`src/rtl/dai_consts.vh`:
```
// constants for the dual converter output interface
`ifndef DAI_CONSTS_VH
`define DAI_CONSTS_VH
`define DAI_DATA_W        12
`define DAI_PIPE_DEPTH    6
`define DAI_REF_LAT_MIN   8
`define DAI_REF_LAT_MAX   10
`define DAI_REF_LAT_DEF   9
`define DAI_REF_EXT       1'b1
`define DAI_REF_INT       1'b0
`define DAI_SPAN_2V       1'b0
`define DAI_SPAN_3V       1'b1
`define DAI_CODE_ZERO     12'h000
`define DAI_CODE_MID      12'h800
`define DAI_CODE_MAX      12'hfff
`endif

```
`src/rtl/dai_top.v`:
```
// dual channel converter digital output interface
// Functional notes
// - both channels sample on one rising edge
// - pick high selects external reference voltages
// - open pick means external; low means internal
// - span choice ignored with external reference
// - external reference change seen after 8-10 samples
// - over-range flag high when sample reaches the top bound or falls below the bottom bound
// - flag delayed through same pipeline as word
// - tristate control high raises that channel's data_oe_n_a or data_oe_n_b; channel words stay driven
// - output words are straight offset binary
// - two parallel words, one update per sample
`timescale 1ns/100ps
`include "dai_consts.vh"
module dai_top #(
  parameter DATA_W  = `DAI_DATA_W,
  parameter DEPTH   = `DAI_PIPE_DEPTH,
  parameter REF_LAT = `DAI_REF_LAT_DEF
) (
  input  wire              ref_clk,
  input  wire              arst_n,
  input  wire              smp_en,
  input  wire              ref_source_pick,
  input  wire              ref_pick_open,
  input  wire              span_sel,
  input  wire [DATA_W:0]   top_reference,
  input  wire [DATA_W:0]   bottom_reference,
  input  wire [DATA_W:0]   samp_a,
  input  wire [DATA_W:0]   samp_b,
  input  wire              out_off_a,
  input  wire              out_off_b,
  output wire [DATA_W-1:0] data_a,
  output wire              over_range_flag_a,
  output wire              data_oe_n_a,
  output wire [DATA_W-1:0] data_b,
  output wire              over_range_flag_b,
  output wire              data_oe_n_b,
  output wire              ext_ref_active,
  output wire [DATA_W:0]   common_mode_level,
  output wire              data_valid
);
  // samples are signed, span centred on zero; references are bounds
  localparam [DATA_W:0] SPAN2_HALF = {1'b0, 1'b1, {(DATA_W-1){1'b0}}};
  localparam [DATA_W:0] SPAN3_HALF = {1'b0, 2'b11, {(DATA_W-2){1'b0}}};

  // reference pick: open or high means external
  wire ext_sel = ref_pick_open | (ref_source_pick == `DAI_REF_EXT);
  assign ext_ref_active = ext_sel;

  // external reference latency line
  reg [DATA_W:0] top_dly_reg [0:REF_LAT-1];
  reg [DATA_W:0] bot_dly_reg [0:REF_LAT-1];
  integer k;
  always @(posedge ref_clk or negedge arst_n) begin
    if (!arst_n) begin
      for (k = 0; k < REF_LAT; k = k + 1) begin
        top_dly_reg[k] <= SPAN2_HALF;
        bot_dly_reg[k] <= {(DATA_W+1){1'b0}} - SPAN2_HALF;
      end
    end else if (smp_en) begin
      top_dly_reg[0] <= top_reference;
      bot_dly_reg[0] <= bottom_reference;
      for (k = 1; k < REF_LAT; k = k + 1) begin
        top_dly_reg[k] <= top_dly_reg[k-1];
        bot_dly_reg[k] <= bot_dly_reg[k-1];
      end
    end
  end

  // span choice only under internal reference
  reg [DATA_W:0] hi_lim;
  reg [DATA_W:0] lo_lim;
  always @* begin
    if (ext_sel) begin
      hi_lim = top_dly_reg[REF_LAT-1];
      lo_lim = bot_dly_reg[REF_LAT-1];
    end else if (span_sel == `DAI_SPAN_3V) begin
      hi_lim = SPAN3_HALF;
      lo_lim = {(DATA_W+1){1'b0}} - SPAN3_HALF;
    end else begin
      hi_lim = SPAN2_HALF;
      lo_lim = {(DATA_W+1){1'b0}} - SPAN2_HALF;
    end
  end

  // signed midpoint of the active limits, halved by dropping the lsb
  wire signed [DATA_W+1:0] mid_sum = $signed({hi_lim[DATA_W], hi_lim}) + $signed({lo_lim[DATA_W], lo_lim});
  assign common_mode_level = mid_sum[DATA_W+1:1];

  // map a signed sample onto offset binary, clamp and flag
  function [DATA_W:0] encode;
    input [DATA_W:0] s;
    input [DATA_W:0] hi;
    input [DATA_W:0] lo;
    reg signed [DATA_W+1:0] v;
    reg signed [DATA_W+1:0] h;
    reg signed [DATA_W+1:0] l;
    reg signed [DATA_W+1:0] d;
    reg        [2*DATA_W+1:0] num;
    reg        [2*DATA_W+1:0] den;
    reg        [2*DATA_W+1:0] quo;
    begin
      v = $signed({s[DATA_W], s});
      h = $signed({hi[DATA_W], hi});
      l = $signed({lo[DATA_W], lo});
      if (v >= h)
        encode = {1'b1, `DAI_CODE_MAX};
      else if (v < l)
        encode = {1'b1, `DAI_CODE_ZERO};
      else begin
        d   = v - l; // wide quotient avoids overflow of the scaled offset
        num = {d, {DATA_W{1'b0}}};
        den = {{DATA_W{1'b0}}, h - l};
        quo = num / den;
        encode = {1'b0, quo[DATA_W-1:0]};
      end
    end
  endfunction

  wire [DATA_W:0] enc_a = encode(samp_a, hi_lim, lo_lim);
  wire [DATA_W:0] enc_b = encode(samp_b, hi_lim, lo_lim);

  // both channels on the same enable edge
  dai_pipe #(.DATA_W(DATA_W), .DEPTH(DEPTH)) u_pipe_a (
    .ref_clk  (ref_clk),
    .arst_n   (arst_n),
    .smp_en   (smp_en),
    .word_in  (enc_a[DATA_W-1:0]),
    .flag_in  (enc_a[DATA_W]),
    .word_out (data_a),
    .flag_out (over_range_flag_a)
  );
  dai_pipe #(.DATA_W(DATA_W), .DEPTH(DEPTH)) u_pipe_b (
    .ref_clk  (ref_clk),
    .arst_n   (arst_n),
    .smp_en   (smp_en),
    .word_in  (enc_b[DATA_W-1:0]),
    .flag_in  (enc_b[DATA_W]),
    .word_out (data_b),
    .flag_out (over_range_flag_b)
  );

  // one-cycle strobe after each output update
  reg valid_reg;
  always @(posedge ref_clk or negedge arst_n) begin
    if (!arst_n)
      valid_reg <= 1'b0;
    else
      valid_reg <= smp_en;
  end
  assign data_valid = valid_reg;

  // output enables, low drives the pins
  assign data_oe_n_a = out_off_a;
  assign data_oe_n_b = out_off_b;
endmodule // dai_top

```
`src/rtl/dai_pipe.v`:
```
// fixed-depth delay line for one channel word and flag
`timescale 1ns/100ps
`include "dai_consts.vh"
module dai_pipe #(
  parameter DATA_W = `DAI_DATA_W,
  parameter DEPTH  = `DAI_PIPE_DEPTH
) (
  input  wire              ref_clk,
  input  wire              arst_n,
  input  wire              smp_en,
  input  wire [DATA_W-1:0] word_in,
  input  wire              flag_in,
  output wire [DATA_W-1:0] word_out,
  output wire              flag_out
);
  reg [DATA_W-1:0] word_reg [0:DEPTH-1];
  reg              flag_reg [0:DEPTH-1];
  integer i;

  // word and flag shift together per sample
  always @(posedge ref_clk or negedge arst_n) begin
    if (!arst_n) begin
      for (i = 0; i < DEPTH; i = i + 1) begin
        word_reg[i] <= `DAI_CODE_MID;
        flag_reg[i] <= 1'b0;
      end
    end else if (smp_en) begin
      word_reg[0] <= word_in;
      flag_reg[0] <= flag_in;
      for (i = 1; i < DEPTH; i = i + 1) begin
        word_reg[i] <= word_reg[i-1];
        flag_reg[i] <= flag_reg[i-1];
      end
    end
  end

  assign word_out = word_reg[DEPTH-1];
  assign flag_out = flag_reg[DEPTH-1];
endmodule // dai_pipe

```
`config.mk`:
```
export PLATFORM = sky130hd
export DESIGN_NAME = dai_top
export DESIGN_NICKNAME = d
export VERILOG_FILES = /design/src/rtl/dai_top.v /design/src/rtl/dai_pipe.v
export VERILOG_INCLUDE_DIRS = /design/src /design/src/rtl
export SDC_FILE = /design/constraint.sdc
export NUM_CORES = 2
export LEC_CHECK = 0
export ABC_AREA = 1
export BUFFER_PORTS_ARGS = -buffer_cell sky130_fd_sc_hd__buf_2
export CAP_MARGIN = 20
export CORE_MARGIN = 5
export CORE_UTILIZATION = 29
export CTS_CLUSTER_SIZE = 8
export DETAILED_ROUTE_END_ITERATION = 10
export SLEW_MARGIN = 20
export SYNTH_ARGS = -nofsm -noshare
export SYNTH_HDL_FRONTEND = slang
export SYNTH_SLANG_ARGS = --single-unit
```
`constraint.sdc`:
```
create_clock -name ref_clk -period 74.2 [get_ports ref_clk]
set_input_delay 3.71 -clock ref_clk [delete_from_list [all_inputs] [get_ports ref_clk]]
set_output_delay 3.71 -clock ref_clk [all_outputs]
set_load 0.01 [all_outputs]
```
==> reports/metrics.cfg <==
[die]
fp.dieH_um = 425
boundaryPins = 103
initial_core_util_pct = 29.1
dieArea_mm2 = 0.180
rows = 152
die_w_um = 425
coreArea_mm2 = 0.171

[final_layout]
drive_gt1_share_pct = 9.62
area_growth_pct = 8.41
layout_common_cells = nand2_1, inv_1, ha_1
diodes = 0
fill_cells = 18700
final_area_mm2 = 0.0541
mostFrequentLayoutCell = nand2_1
layout.nets = 8182

[critical_path]
slowest_delay_ps = 1010
end_kind = flip-flop
critPathKind = in -> reg
cp-start-kind = primary input
critPathRequiredTime_ps = 74630
arrival_ps = 67680
rrSetupSlack_ps = 9980
worstPathMaxFanout = 40
slowest_stage = fa_4
path_common_cell = nand2_1

[global_route]
grt_pass1_vias = 45500
antenna_found_initial = 0
grt_overflow = 0
grt_max_degree = 225
grt.total_usage_pct = 15.0
grt_pass1_wl_mm = 230

[sta]
rsz0062_at_grt = false
slew_viol_final = 0
worst_slack_ps = 6950
finalHoldViolations = 0
tns_ps = 0
max_freq_mhz = 14.9
finalCritPeriodShare_pct = 90.6
finalWorstPathRequiredPeriod_ps = 67250
setup_viol = 0
worst_pin_slew_ps = 948
fin_skew_ps = 27.2
slew_headroom_pct = 36.8
hold_ws_ps = 441

[yosys]
yosysWarnings = 0
syn_area_per_cell_um2 = 6.62
synth_seq_cells = 391
yosys-top-cells-area = dfrtp_1, nand2_1, ha_1
synth_top_cell_area_share_pct = 17.7
synth-edff-count = 0
synth_cell_type_count = 84
synthesis.nets = 8201
yosys.area.top_type = dfrtp_1
syn_inst = 7535
async_reset_ff_share_pct = 100
synth_ff_type = dfrtp_1
yosysSeqAreaShare_pct = 19.7
syn_area_mm2 = 0.0499

[run_status]
status = finished clean

[cts]
clock_latency_ps = 560
h-tree-depth = 2
clkSlewWorstSetupHoldPaths_ps = 50
post_cts_buffers = 0
cts-buffers-inserted = 54
clock-sinks = 391
tritoncts = yes
cts_hold_buf = 0
clock_path_buffers = 3
clockRootBuffer = clkbuf_16

[route]
drt-pass1-iter-count = 6
drc = 0
wirelength_mm = 140
ant_nets = 0
drt_iter0_markers = 2689
vias_per_cell = 4.78
via_count = 47200
wl_per_cell_um = 14.2

[placed_design]
dpl.hpwl_mm = 107
dp_slack_ps = 4520
port_buffers = 98
dpl_cell_area_mm2 = 0.0524
globalplace.congestion = 0.902

[job]
maxCapViolCount = 0

[worst_hold_path]
hold_path_class = reg -> reg

==> layout make-up <==
cell class | instances | area, µm² | area share (%)
inverters | 895 | 3420 | 6.33
well taps | 2310 | 2890 | 5.35
multi-input cells | 6042 | 35500 | 65.8
flip-flops and latches | 391 | 9830 | 18.2
repair buffers | 132 | 822 | 1.52
clock buffers | 94 | 1500 | 2.78
clock inverters | 2 | 38.8 | 0.0718
==> worst max-delay path: cells and delay by family <==
kind            cells  cell delay (ps)
compound gates    146            26290
simple gates      162            20530
fa+ha+maj          28             9620
buf+inv            47             7360
==> final timing paths <==
check / start / endpoint / cells after the start
min in group asynchronous: arst_n / u_pipe_a.word_out[6] / 1
worst min-delay path: top_dly_reg[63] / top_dly_reg[50] / 2
worst max-delay path: ref_source_pick / u_pipe_a.word_reg[60] / 383
worst max register to register: top_dly_reg[0] / u_pipe_a.word_reg[60] / 382
max in group asynchronous: arst_n / u_pipe_b.flag_reg[3] / 3
worst min register to register: top_dly_reg[63] / top_dly_reg[50] / 2
==> logic make-up (layout without fill, tap and decap cells) <==
logic type / Yosys count / in the layout / synth area share, %
simple gates: 3705 / 3705 / 33.6
fa+ha+maj: 606 / 606 / 15.3
flops: 391 / 391 / 19.7
buf+inv: 1102 / 1123 / 9.21
xor+xnor: 423 / 423 / 7.47
compound gates: 1308 / 1308 / 14.7
==> synth_stat cells, types with 6 or more instances <==
cell type  number
nor2_1        395
and2_1          9
or2_1          13
nor3_1         40
ha_1          600
buf_6          19
o31ai_1        19
a22oi_1        13
nand3b_1       15
clkbuf_1      127
inv_2          49
nand3_1       421
nand4_1        89
buf_1           9
nand2_1      2321
xor2_1        196
a31oi_1        15
clkinv_1        8
xnor2_1       226
or3_1           6
dfrtp_1       352
o21bai_1       57
or2_2          56
a21oi_2         9
inv_1         827
nand2_2       111
dfstp_2        39
nor4_1         12
buf_4          28
o21ai_0       574
clkbuf_8       11
o21ai_1        64
nand3_4        10
buf_2          10
a21o_1         80
nand2_4        43
a211oi_1       10
a21oi_1       402
o211ai_1        8
nor2_4         32
nand3_2        67
fa_1            6
o21ai_2        19
nor2_2         37
==> metrics by stage <==
step,utilization [%],std cells
floorplan,-,7535
CTS,31.5,9865
detailed placement,30.6,9769
global route,31.5,9866
finish,31.5,9866
global placement,30.6,9769
==> repair_timing <==
item | in CTS | in global routing
resized for setup | 0 | 17
endpoints found under the setup margin | 0 | 3
hold endpoints to repair | 0 | 0
==> layer usage <==
| layer | vias to the layer above | share of wire [%] | GRT usage (%) |
|---|---|---|---|
| met5 | - | 0 | 0 |
| met4 | 0 | 2.1 | 3.49 |
| met3 | 182 | 3.7 | 1.14 |
| met2 | 837 | 47 | 26.4 |
| met1 | 21600 | 47 | 20.1 |
| li1 | 24600 | - | - |
Power is not shown: default switching activity piles up to over one toggle a cycle in this logic, so the estimate is an artifact.
